<file path="config.mk">
export PLATFORM = sky130hd
export DESIGN_NAME = ssv_supervisor_ctl
export DESIGN_NICKNAME = d
export VERILOG_FILES = /design/src/rtl/ssv_pkg.sv /design/src/rtl/ssv_settle_timer.sv /design/src/rtl/ssv_supervisor_ctl.sv
export SDC_FILE = /design/constraint.sdc
export NUM_CORES = 1
export LEC_CHECK = 0
export BUFFER_PORTS_ARGS = -buffer_cell sky130_fd_sc_hd__buf_4
export CORE_MARGIN = 10
export CORE_UTILIZATION = 45
export CTS_BUF_LIST = sky130_fd_sc_hd__clkbuf_8
export DETAILED_ROUTE_END_ITERATION = 10
export GPL_ROUTABILITY_DRIVEN = 1
export PLACE_DENSITY_LB_ADDON = 0.2
export REMOVE_ABC_BUFFERS = 1
export SYNTH_ARGS = -nofsm -noshare
export SYNTH_HDL_FRONTEND = slang
export SYNTH_SLANG_ARGS = --single-unit
</file>
<file path="constraint.sdc">
create_clock -name clk_sys -period 3.7 [get_ports clk_sys]
set_input_delay 1.11 -clock clk_sys [delete_from_list [all_inputs] [get_ports clk_sys]]
set_output_delay 1.11 -clock clk_sys [all_outputs]
set_load 0.01 [all_outputs]
</file>
<file path="src/rtl/ssv_pkg.sv">
// Package for the low- and high-side supply supervisors and low-power control block
package ssv_pkg;
   // Clock and timing
   localparam int CLK_MHZ = 25;
   localparam int FP_SETTLE_NS = 2000;
   localparam int NORM_SETTLE_US = 150;
   localparam int WAKE_SLOW_US = 150;
   localparam int HANG_WIN_NS = 1000;
   localparam int FP_SETTLE_CYC = (FP_SETTLE_NS * CLK_MHZ + 999) / 1000;
   localparam int NORM_SETTLE_CYC = NORM_SETTLE_US * CLK_MHZ;
   localparam int WAKE_SLOW_CYC = WAKE_SLOW_US * CLK_MHZ;
   localparam int WAKE_FAST_CYC = FP_SETTLE_CYC;
   localparam int HANG_WIN_CYC = HANG_WIN_NS * CLK_MHZ / 1000;
   localparam int CNT_W = 16;
   // Register word addresses (byte address / 4)
   localparam logic [3:0] ADDR_LOW_CTL = 4'h0;
   localparam logic [3:0] ADDR_HIGH_CTL = 4'h1;
   localparam logic [3:0] ADDR_FLAGS = 4'h2;
   localparam logic [3:0] ADDR_MODE = 4'h3;
   localparam logic [3:0] ADDR_STATE = 4'h4;
   localparam logic [3:0] ADDR_OPT = 4'h5;
   // Supervisor control field positions (low and high share layout)
   localparam int SUP_EN_BIT = 0;
   localparam int SUP_MD_BIT = 1;
   localparam int SUP_FP_BIT = 2;
   localparam int MON_EN_BIT = 3;
   localparam int MON_FP_BIT = 4;
   localparam int AUTO_BIT = 5;
   localparam int CTL_W = 6;
   localparam logic [CTL_W-1:0] LOW_CTL_RST = 6'h05;
   localparam logic [CTL_W-1:0] HIGH_CTL_RST = 6'h05;
   // Flags register bit positions
   localparam int FLG_LOW_DLY_BIT = 0;
   localparam int FLG_HIGH_DLY_BIT = 1;
   localparam int FLG_CORE_RST_BIT = 2;
   localparam int FLG_HUNG_BIT = 3;
   // Option register bit positions
   localparam int OPT_DEFECT_BIT = 0;
   localparam int OPT_CLKREQ_BIT = 1;
   localparam logic [1:0] OPT_RST = 2'h3;
   // Power modes
   typedef enum logic [2:0] {
      PM_ACTIVE, PM_LP0, PM_LP1, PM_LP2, PM_LP3, PM_LP4
   } ssv_pmode_e;
   // Supervisor or monitor operating state
   typedef enum logic [1:0] {SS_OFF, SS_NORMAL, SS_FULLPERF} ssv_sstate_e;
   // Sequencer states
   typedef enum logic [1:0] {SQ_RUN, SQ_SLEEP, SQ_WAKE, SQ_HUNG} ssv_seq_e;
   // Supervisor control word
   typedef struct packed {
      logic autoCtl;
      logic monFullPerf;
      logic monEnable;
      logic supFullPerf;
      logic supModeSel;
      logic supEnable;
   } ssv_ctl_s;
   // Supervisor and monitor state pair
   typedef struct packed {
      ssv_sstate_e sup;
      ssv_sstate_e mon;
   } ssv_pair_s;

   function automatic logic isDeep(input ssv_pmode_e m);
      return (m == PM_LP2) || (m == PM_LP3) || (m == PM_LP4);
   endfunction : isDeep

   // Supervisor and monitor states for a control word in a power mode
   function automatic ssv_pair_s pairState(input ssv_ctl_s c, input logic deep);
      ssv_pair_s p;
      p.sup = SS_OFF;
      p.mon = SS_OFF;
      if (c.supEnable) begin
         if (!deep) begin
            p.sup = c.supFullPerf ? SS_FULLPERF : SS_NORMAL;
         end else if (c.supModeSel) begin
            if (!c.autoCtl) begin
               p.sup = c.supFullPerf ? SS_FULLPERF : SS_NORMAL;
            end else begin
               p.sup = c.supFullPerf ? SS_NORMAL : SS_OFF;
            end
         end
      end
      if (c.monEnable) begin
         if (!deep || !c.autoCtl) begin
            p.mon = c.monFullPerf ? SS_FULLPERF : SS_NORMAL;
         end else begin
            p.mon = c.monFullPerf ? SS_NORMAL : SS_OFF;
         end
      end
      return p;
   endfunction : pairState
endpackage : ssv_pkg

</file>
<file path="src/rtl/ssv_settle_timer.sv">
// Settling-delay timer: flag set on start, cleared when the delay elapses
`timescale 1ns/10ps
module ssv_settle_timer
   import ssv_pkg::*;
#(
   parameter int CW = CNT_W
) (
   // Clock and reset
   input wire logic clk_sys,
   input wire logic reset,
   input wire logic clkEn,
   // Control
   input wire logic start,
   input wire logic [CW-1:0] length,
   // Status
   output logic busy,
   output logic expired
);
   logic [CW-1:0] count_r;
   logic [CW-1:0] count_nxt;
   logic busy_r;
   logic busy_nxt;
   logic expired_nxt;
   logic expired_r;

   always_comb begin
      count_nxt = count_r;
      busy_nxt = busy_r;
      expired_nxt = 1'b0;
      if (start) begin
         count_nxt = length;
         busy_nxt = 1'b1;
      end else if (busy_r) begin
         if (count_r <= CW'(1)) begin
            busy_nxt = 1'b0;
            expired_nxt = 1'b1;
         end else begin
            count_nxt = count_r - CW'(1);
         end
      end
   end

   always_ff @(posedge clk_sys or posedge reset) begin
      if (reset) begin
         count_r <= '0;
         busy_r <= 1'b0;
         expired_r <= 1'b0;
      end else if (clkEn) begin
         count_r <= count_nxt;
         busy_r <= busy_nxt;
         expired_r <= expired_nxt;
      end
   end

   assign busy = busy_r;
   assign expired = expired_r;
endmodule : ssv_settle_timer

</file>
<file path="src/rtl/ssv_supervisor_ctl.sv">
// Low- and high-side supply supervisors, settling delays and low-power wake control
`timescale 1ns/10ps
module ssv_supervisor_ctl
   import ssv_pkg::*;
#(
   parameter int NORM_CYC = NORM_SETTLE_CYC,
   parameter int SLOW_CYC = WAKE_SLOW_CYC
) (
   // Clock and reset
   input wire logic clk_sys,
   input wire logic reset,
   input wire logic clkEn,
   // Avalon-MM slave
   input wire logic [3:0] avsAddress,
   input wire logic avsRead,
   input wire logic avsWrite,
   input wire logic [31:0] avsWriteData,
   input wire logic [3:0] avsByteEnable,
   output logic [31:0] avsReadData,
   output logic avsWaitRequest,
   // Power-mode request from the core, and wake interrupt pin
   input wire logic [2:0] sleepModeReq,
   input wire logic sleepEnter,
   input wire logic wakeIrqPin,
   input wire logic powerUpClear,
   // Core voltage level request
   input wire logic [1:0] coreLevelReq,
   // Status outputs
   output logic cpuMask,
   output logic coreResetReq,
   output logic wakeHung,
   output logic [1:0] coreLevel,
   output ssv_pair_s lowState,
   output ssv_pair_s highState
);
   localparam logic [CNT_W-1:0] FP_LEN = CNT_W'(FP_SETTLE_CYC);
   localparam logic [CNT_W-1:0] NORM_LEN = CNT_W'(NORM_CYC);
   localparam logic [CNT_W-1:0] SLOW_LEN = CNT_W'(SLOW_CYC);
   localparam logic [CNT_W-1:0] FAST_LEN = CNT_W'(WAKE_FAST_CYC);
   localparam logic [CNT_W-1:0] WIN_LEN = CNT_W'(HANG_WIN_CYC);

   // Register hit: every writable field sits in lane 0, so that lane must be enabled
   function automatic logic regHit(input logic [3:0] a, input logic [3:0] be,
         input logic [3:0] target);
      return (a == target) && be[0];
   endfunction : regHit

   // Settling length: short with full performance, long in normal mode
   function automatic logic [CNT_W-1:0] settleLen(input logic fullPerf);
      return fullPerf ? FP_LEN : NORM_LEN;
   endfunction : settleLen

   // Register state
   ssv_ctl_s lowCtl_r, lowCtl_nxt;
   ssv_ctl_s highCtl_r, highCtl_nxt;
   logic [1:0] opt_r, opt_nxt;
   logic coreRst_r, coreRst_nxt;
   logic [1:0] level_r, level_nxt;
   logic ack_r, ack_nxt;
   logic [31:0] rdata_r, rdata_nxt;

   // Sequencer state
   ssv_seq_e seq_r, seq_nxt;
   ssv_pmode_e mode_r, mode_nxt;
   logic [CNT_W-1:0] wakeCnt_r, wakeCnt_nxt;
   logic [CNT_W-1:0] winCnt_r, winCnt_nxt;
   logic riskEntry_r, riskEntry_nxt;

   // Pin synchronisers
   logic irqMeta_r, irqSync_r, pucMeta_r, pucSync_r;

   logic wrLow, wrHigh, lowBusy, highBusy, lowDone, levelUp;
   logic deep, fastWake, highDropsOff, dirtyEntry, lowFastCfg;
   logic wr, rd;
   logic wrMode, wrOpt, wrFlags;
   ssv_pair_s lowDeep, highAct, highDeepS;

   // Input pins cross into the clock domain through two stages
   always_ff @(posedge clk_sys or posedge reset) begin
      if (reset) begin
         irqMeta_r <= 1'b0;
         irqSync_r <= 1'b0;
         pucMeta_r <= 1'b0;
         pucSync_r <= 1'b0;
      end else if (clkEn) begin
         irqMeta_r <= wakeIrqPin;
         irqSync_r <= irqMeta_r;
         pucMeta_r <= powerUpClear;
         pucSync_r <= pucMeta_r;
      end
   end

   // Two-edge access: the first edge sees the request with ack low and registers
   // read data; writes land on the second edge, where waitrequest is low, so no
   // state changes before the master knows its request was taken.
   assign wr = avsWrite && ack_r;
   assign rd = avsRead && !ack_r;
   assign avsWaitRequest = (avsRead || avsWrite) && !ack_r;
   assign avsReadData = rdata_r;

   assign wrLow = wr && regHit(avsAddress, avsByteEnable, ADDR_LOW_CTL);
   assign wrHigh = wr && regHit(avsAddress, avsByteEnable, ADDR_HIGH_CTL);
   assign wrMode = wr && regHit(avsAddress, avsByteEnable, ADDR_MODE);
   assign wrOpt = wr && regHit(avsAddress, avsByteEnable, ADDR_OPT);
   assign wrFlags = wr && regHit(avsAddress, avsByteEnable, ADDR_FLAGS);
   assign levelUp = wrMode && 2'(avsWriteData[1:0]) > level_r;

   ssv_settle_timer u_low_timer (
      .clk_sys(clk_sys),
      .reset(reset),
      .clkEn(clkEn),
      .start(wrLow || levelUp),
      .length(settleLen(lowCtl_nxt.supFullPerf)),
      .busy(lowBusy),
      .expired(lowDone)
   );

   // High side feeds its flag and the dirty-entry check; its expiry pulse is not needed here
   ssv_settle_timer u_high_timer (
      .clk_sys(clk_sys),
      .reset(reset),
      .clkEn(clkEn),
      .start(wrHigh),
      .length(settleLen(highCtl_nxt.supFullPerf)),
      .busy(highBusy),
      .expired()
   );

   assign deep = isDeep(mode_r);
   assign lowState = pairState(lowCtl_r, deep);
   assign highState = pairState(highCtl_r, deep);
   assign lowDeep = pairState(lowCtl_r, 1'b1);
   assign highAct = pairState(highCtl_r, 1'b0);
   assign highDeepS = pairState(highCtl_r, 1'b1);

   assign lowFastCfg = !lowCtl_r.supEnable || lowCtl_r.supFullPerf
      || !lowCtl_r.monEnable || lowCtl_r.monFullPerf;
   assign fastWake = lowFastCfg;
   assign highDropsOff = (highAct.sup == SS_NORMAL && highDeepS.sup == SS_OFF)
      || (highAct.mon == SS_NORMAL && highDeepS.mon == SS_OFF);
   assign dirtyEntry = lowBusy || highBusy;

   always_comb begin
      lowCtl_nxt = lowCtl_r;
      highCtl_nxt = highCtl_r;
      opt_nxt = opt_r;
      level_nxt = level_r;
      coreRst_nxt = coreRst_r;
      ack_nxt = 1'b0;
      rdata_nxt = rdata_r;
      if ((avsRead || avsWrite) && !ack_r) begin
         ack_nxt = 1'b1;
      end
      if (wrLow) begin
         lowCtl_nxt = ssv_ctl_s'(avsWriteData[CTL_W-1:0]);
      end
      if (wrHigh) begin
         highCtl_nxt = ssv_ctl_s'(avsWriteData[CTL_W-1:0]);
      end
      if (wrMode) begin
         level_nxt = avsWriteData[1:0];
      end
      if (wrOpt) begin
         opt_nxt = avsWriteData[1:0];
      end
      // Core-level reset flag clears on write of one; a new event wins
      if (wrFlags && avsWriteData[FLG_CORE_RST_BIT]) begin
         coreRst_nxt = 1'b0;
      end
      if (levelUp && lowCtl_r.supFullPerf && opt_r[OPT_DEFECT_BIT]) begin
         coreRst_nxt = 1'b1;
      end
      // Flags read live timer state; bit 2 is the only writable one
      if (rd) begin
         unique case (avsAddress)
            ADDR_LOW_CTL: rdata_nxt = 32'(lowCtl_r);
            ADDR_HIGH_CTL: rdata_nxt = 32'(highCtl_r);
            ADDR_FLAGS: rdata_nxt = 32'({seq_r == SQ_HUNG, coreRst_r, highBusy, lowBusy});
            ADDR_MODE: rdata_nxt = 32'(level_r);
            ADDR_STATE: rdata_nxt = 32'({fastWake, highState, lowState});
            ADDR_OPT: rdata_nxt = 32'(opt_r);
            default: rdata_nxt = 32'h0;
         endcase
      end
   end

   always_comb begin
      seq_nxt = seq_r;
      mode_nxt = mode_r;
      wakeCnt_nxt = wakeCnt_r;
      winCnt_nxt = winCnt_r;
      riskEntry_nxt = riskEntry_r;
      unique case (seq_r)
         SQ_RUN: begin
            if (sleepEnter && sleepModeReq <= 3'(PM_LP4)) begin
               mode_nxt = ssv_pmode_e'(sleepModeReq);
               if (isDeep(ssv_pmode_e'(sleepModeReq))) begin
                  riskEntry_nxt = opt_r[OPT_DEFECT_BIT]
                     && (dirtyEntry || (fastWake && highDropsOff));
                  winCnt_nxt = WIN_LEN;
               end
               seq_nxt = SQ_SLEEP;
            end
         end
         SQ_SLEEP: begin
            // Window counts from entry; a later interrupt wakes normally
            if (winCnt_r != '0) begin
               winCnt_nxt = winCnt_r - CNT_W'(1);
            end
            if (irqSync_r) begin
               if (riskEntry_r && winCnt_r != '0) begin
                  seq_nxt = SQ_HUNG;
               end else begin
                  wakeCnt_nxt = (isDeep(mode_r) && !fastWake) ? SLOW_LEN : FAST_LEN;
                  seq_nxt = SQ_WAKE;
               end
            end
         end
         SQ_WAKE: begin
            if (wakeCnt_r <= CNT_W'(1)) begin
               mode_nxt = PM_ACTIVE;
               seq_nxt = SQ_RUN;
            end else begin
               wakeCnt_nxt = wakeCnt_r - CNT_W'(1);
            end
         end
         SQ_HUNG: begin
            // stays masked until power-up clear or reset
            mode_nxt = mode_r;
         end
      endcase
      if (pucSync_r) begin
         seq_nxt = SQ_RUN;
         mode_nxt = PM_ACTIVE;
         riskEntry_nxt = 1'b0;
      end
   end

   always_ff @(posedge clk_sys or posedge reset) begin
      if (reset) begin
         lowCtl_r <= ssv_ctl_s'(LOW_CTL_RST);
         highCtl_r <= ssv_ctl_s'(HIGH_CTL_RST);
         opt_r <= OPT_RST;
         level_r <= 2'h0;
         coreRst_r <= 1'b0;
         ack_r <= 1'b0;
         rdata_r <= 32'h0;
         seq_r <= SQ_RUN;
         mode_r <= PM_ACTIVE;
         wakeCnt_r <= '0;
         winCnt_r <= '0;
         riskEntry_r <= 1'b0;
      end else if (clkEn) begin
         lowCtl_r <= lowCtl_nxt;
         highCtl_r <= highCtl_nxt;
         opt_r <= opt_nxt;
         level_r <= level_nxt;
         coreRst_r <= coreRst_nxt;
         ack_r <= ack_nxt;
         rdata_r <= rdata_nxt;
         seq_r <= seq_nxt;
         mode_r <= mode_nxt;
         wakeCnt_r <= wakeCnt_nxt;
         winCnt_r <= winCnt_nxt;
         riskEntry_r <= riskEntry_nxt;
      end
   end

   // Mask CPU while asleep, while waking or while the hang holds it
   assign cpuMask = (seq_r != SQ_RUN);
   assign coreResetReq = coreRst_r;
   assign wakeHung = (seq_r == SQ_HUNG);
   // Core level moves only by register write; the request pin is not used yet
   assign coreLevel = level_r;
endmodule : ssv_supervisor_ctl

</file>
==> impl_metrics.py <==
metrics = {
    "worst_setup_path": {
        "cp.required_ns": 2.59,
        "worstPathArrival_ns": 1.82,
        "path_common_cell": "buf_4",
        "path_class": "reg -> out",
        "worstPathCellList": "mux2i_1, buf_4, nand2_1, ha_1, and2_1, buf_4",
        "end_kind": "primary output",
        "worstPathMaxFanout": 11,
        "slowest_stage": "dfrtp_1",
        "slowest_delay_ns": 0.38,
        "worst_setup_path_start_kind": "flop",
        "crit_family": "flip-flops",
        "path_buf_inv": 2,
    },
    "drt": {
        "drtAntennaViolNets": 0,
        "totalWireLength_um": 14100,
        "vias": 4919,
        "first_pass_iters": 4,
        "vias_per_cell": 5.60,
        "drt-initial-drc-count": 371,
        "drc": 0,
        "wl_per_cell_um": 16.0,
    },
    "floorplan": {
        "num_io_pins": 99,
        "core_region_area_um2": 13200,
        "die_w_um": 136,
        "fp.dieH_um": 136,
        "start_util_pct": 45.8,
        "num_rows": 42,
        "die_area_um2": 18500,
    },
    "logic_synthesis": {
        "yosys-top-cells-area": "dfrtp_1, nor2_1, ha_1, mux2_2, o21ai_0",
        "ys_types": 72,
        "synthArstFlopShare_pct": 100,
        "synth-seq-cells": 103,
        "synth_top_cell_by_area": "dfrtp_1",
        "synth_edf_count": 0,
        "yosysWarnings": 0,
        "synth_common_cells": "dfrtp_1, nor2_1, o21ai_0",
        "seq_area_frac_synth_pct": 42.6,
        "synth-main-ff-cell": "dfrtp_1",
        "syn_avg_cell_area_um2": 9.24,
        "synth_top_area_share_pct": 40.0,
        "synthMostInstantiatedCell": "dfrtp_1",
        "syn_inst": 657,
        "syn-cell-area_um2": 6070,
    },
    "timing": {
        "finalCriticalPeriod_ns": 2.93,
        "worstMarginPinSlew_ns": 0.761,
        "rsz0062_at_grt": "false",
        "max_freq_mhz": 341,
        "final_max_slew_viol_count": 0,
        "hold_ws_ns": 0.487,
        "fin_crit_sh_pct": 79.3,
        "slew_headroom_pct": 49.0,
        "hold_violations": 0,
        "fin_ws_ns": 0.767,
        "fin_skew_ns": 0.00900,
        "finalSetupViolCount": 0,
    },
    "cts": {
        "cts_hold_buf": 0,
        "cts.sinks": 103,
        "ctsResizeCount": 0,
        "htreeDepth": 3,
        "numCtsBuffers": 9,
        "cts.clk_slew.worst_paths_ns": 0.09,
        "clockBufferDepth": 2,
        "clk_latency_ns": 0.38,
        "ctsRootBufferMaster": "clkbuf_8",
        "cts_tree": "yes",
        "cts_setup_buffers": 0,
    },
    "power_and_ir_drop": {
        "power_switching_uw": 1300,
        "powerDensity_nw_per_um2": 509,
        "sequentialPowerShare_pct": 45.3,
        "p_sw_share_pct": 38.2,
        "clock_power_share_pct": 20.3,
        "p_leak_uw": 0.00301,
        "p_comb_share_pct": 34.4,
        "irDropWorstVdd_mv": 0.299,
        "p_int_uw": 2100,
    },
    "layout": {
        "insertedDiodeCount": 0,
        "final_nets": 770,
        "final_core_util_pct": 50.5,
        "final_cells": 878,
        "drive_above_1_share_pct": 15.8,
        "syn_to_final_growth_pct": 10.2,
    },
    "global_routing": {
        "grt_max_degree": 60,
        "met2_usage_pct": 25.6,
        "antenna_found_initial": 0,
        "grtUsageMet1_pct": 19.8,
        "grt_pass1_vias": 4908,
        "grt_pass1_wl_um": 23900,
        "grt_use_total_pct": 15.6,
        "use_met3_pct": 4.58,
        "busiest_layer": "met2",
        "overflow": 0,
    },
    "worst_hold_path": {
        "min_path_type": "reg -> reg",
    },
    "placed_design": {
        "place_inst": 862,
        "pre_cts_ws_ns": 0.680,
        "hpwlAfterDp_um": 10200,
        "numPortBuffers": 44,
        "gp_congestion": 0.815,
    },
    "run_status": {
        "status": "finished, final reports clean",
    },
    "flow_run": {
        "drv_cap": 0,
    },
}
[power groups by stage]
| stage | sequential, uW | combinational (uW) | clock, uW |
|---|---|---|---|
| CTS | 1540 | 1170 | 722 |
| floorplan | 1510 | 874 | 0 |
| finish | 1540 | 1170 | 691 |
| global placement | 1540 | 1130 | 0 |
| detailed placement | 1560 | 1170 | 0 |
| global route | 1580 | 1330 | 769 |
[area by class of cell]
cell class	count	area (um2)
inverter	25	96.3
clock buffer	13	179
tap	176	220
sequential	103	2580
fill	1317	6550
clock inverter	3	16.3
multi-input combinational	507	3200
timing repair buffer	51	395
[cell usage in the layout (no fill, tap or decap), types with 5 or more instances in the layout]
| cell type | netlist | routed |
|---|---|---|
| mux2_2 | 20 | 20 |
| nand3_1 | 20 | 20 |
| or2_2 | 5 | 5 |
| dfrtp_1 | 97 | 97 |
| nand2_1 | 42 | 42 |
| ha_1 | 20 | 20 |
| o21ai_0 | 45 | 45 |
| and3_1 | 5 | 5 |
| conb_1 | 1 | 23 |
| and2_1 | 10 | 10 |
| nor2b_1 | 6 | 6 |
| o31ai_1 | 5 | 5 |
| nand4_1 | 8 | 8 |
| a22o_1 | 9 | 9 |
| mux2i_1 | 7 | 7 |
| nor2_1 | 77 | 77 |
| o22a_1 | 5 | 5 |
| buf_4 | 23 | 50 |
| or4_1 | 7 | 7 |
| a21oi_1 | 36 | 36 |
| inv_1 | 25 | 25 |
| xnor2_1 | 20 | 20 |
| clkbuf_8 | 1 | 13 |
| nor4_1 | 17 | 17 |
| nor3_1 | 24 | 24 |
| a31oi_1 | 11 | 11 |
| xor2_1 | 6 | 6 |
| or3_1 | 12 | 12 |
| dfstp_2 | 6 | 6 |
[through the flow]
step	power [uW]	setup TNS, ns	cell area (um2)
6_report	3400	0	6690
5_1_grt	3680	0	6690
4_1_cts	3430	0	6690
3_5_place_dp	2730	0	6490
3_3_place_gp	2670	0	6490
2_1_floorplan	2380	-10.08	5880
[worst reg2reg max path, delay by kind of cell, from the launching register on]
| kind | cells | cell delay, ns |
|---|---|---|
| buffers and inverters | 1 | 0.12 |
| AO/OA/AOI/OAI | 2 | 0.37 |
| AND/OR/NAND/NOR | 3 | 1.26 |
| flip-flops | 1 | 0.44 |
| adder cells (fa/ha/maj) | 1 | 0.48 |
[state kept, by name, summed over array words and instances, names as in the netlist, 2 cells and up]
signal / count
u_high_timer.count_r: 16
u_low_timer.count_r: 16
wakeCnt_r: 16
winCnt_r: 16
avsReadData: 9
highCtl_r: 6
lowCtl_r: 6
mode_r: 3
coreLevel: 2
opt_r: 2
seq_r: 2
[layer usage]
layer	part of all wire, %	vias to the layer above	routed length, um
met2	47	98	6590
met4	1.1	0	155
met5	0	-	0
met3	6.7	14	944
li1	-	2413	-
met1	45	2394	6390
[kinds of logic after synthesis]
logic type | synth area share (%)
compound gates | 16.3
xor+xnor | 3.75
fa+ha+maj | 4.12
buf+inv | 6.12
flops | 42.6
mux | 4.86
other cells | 0.0618
simple gates | 22.2
[worst paths after layout]
kind / startpoint / endpoint / slack [ns] / depth (start not counted)
worst max-delay path: mode_r[2] / lowState[0] / 0.77 / 6
worst min-delay path: avsReadData[8] / avsReadData[8] / 0.49 / 2
worst max register to register: seq_r[0] / wakeCnt_r[14] / 0.96 / 7
worst min register to register: avsReadData[8] / avsReadData[8] / 0.49 / 2
max in group asynchronous: reset / highCtl_r[2] / 2.13 / 3
min in group asynchronous: reset / seq_r[0] / 0.80 / 2
Note: power is estimated with default switching activity, not from simulation.
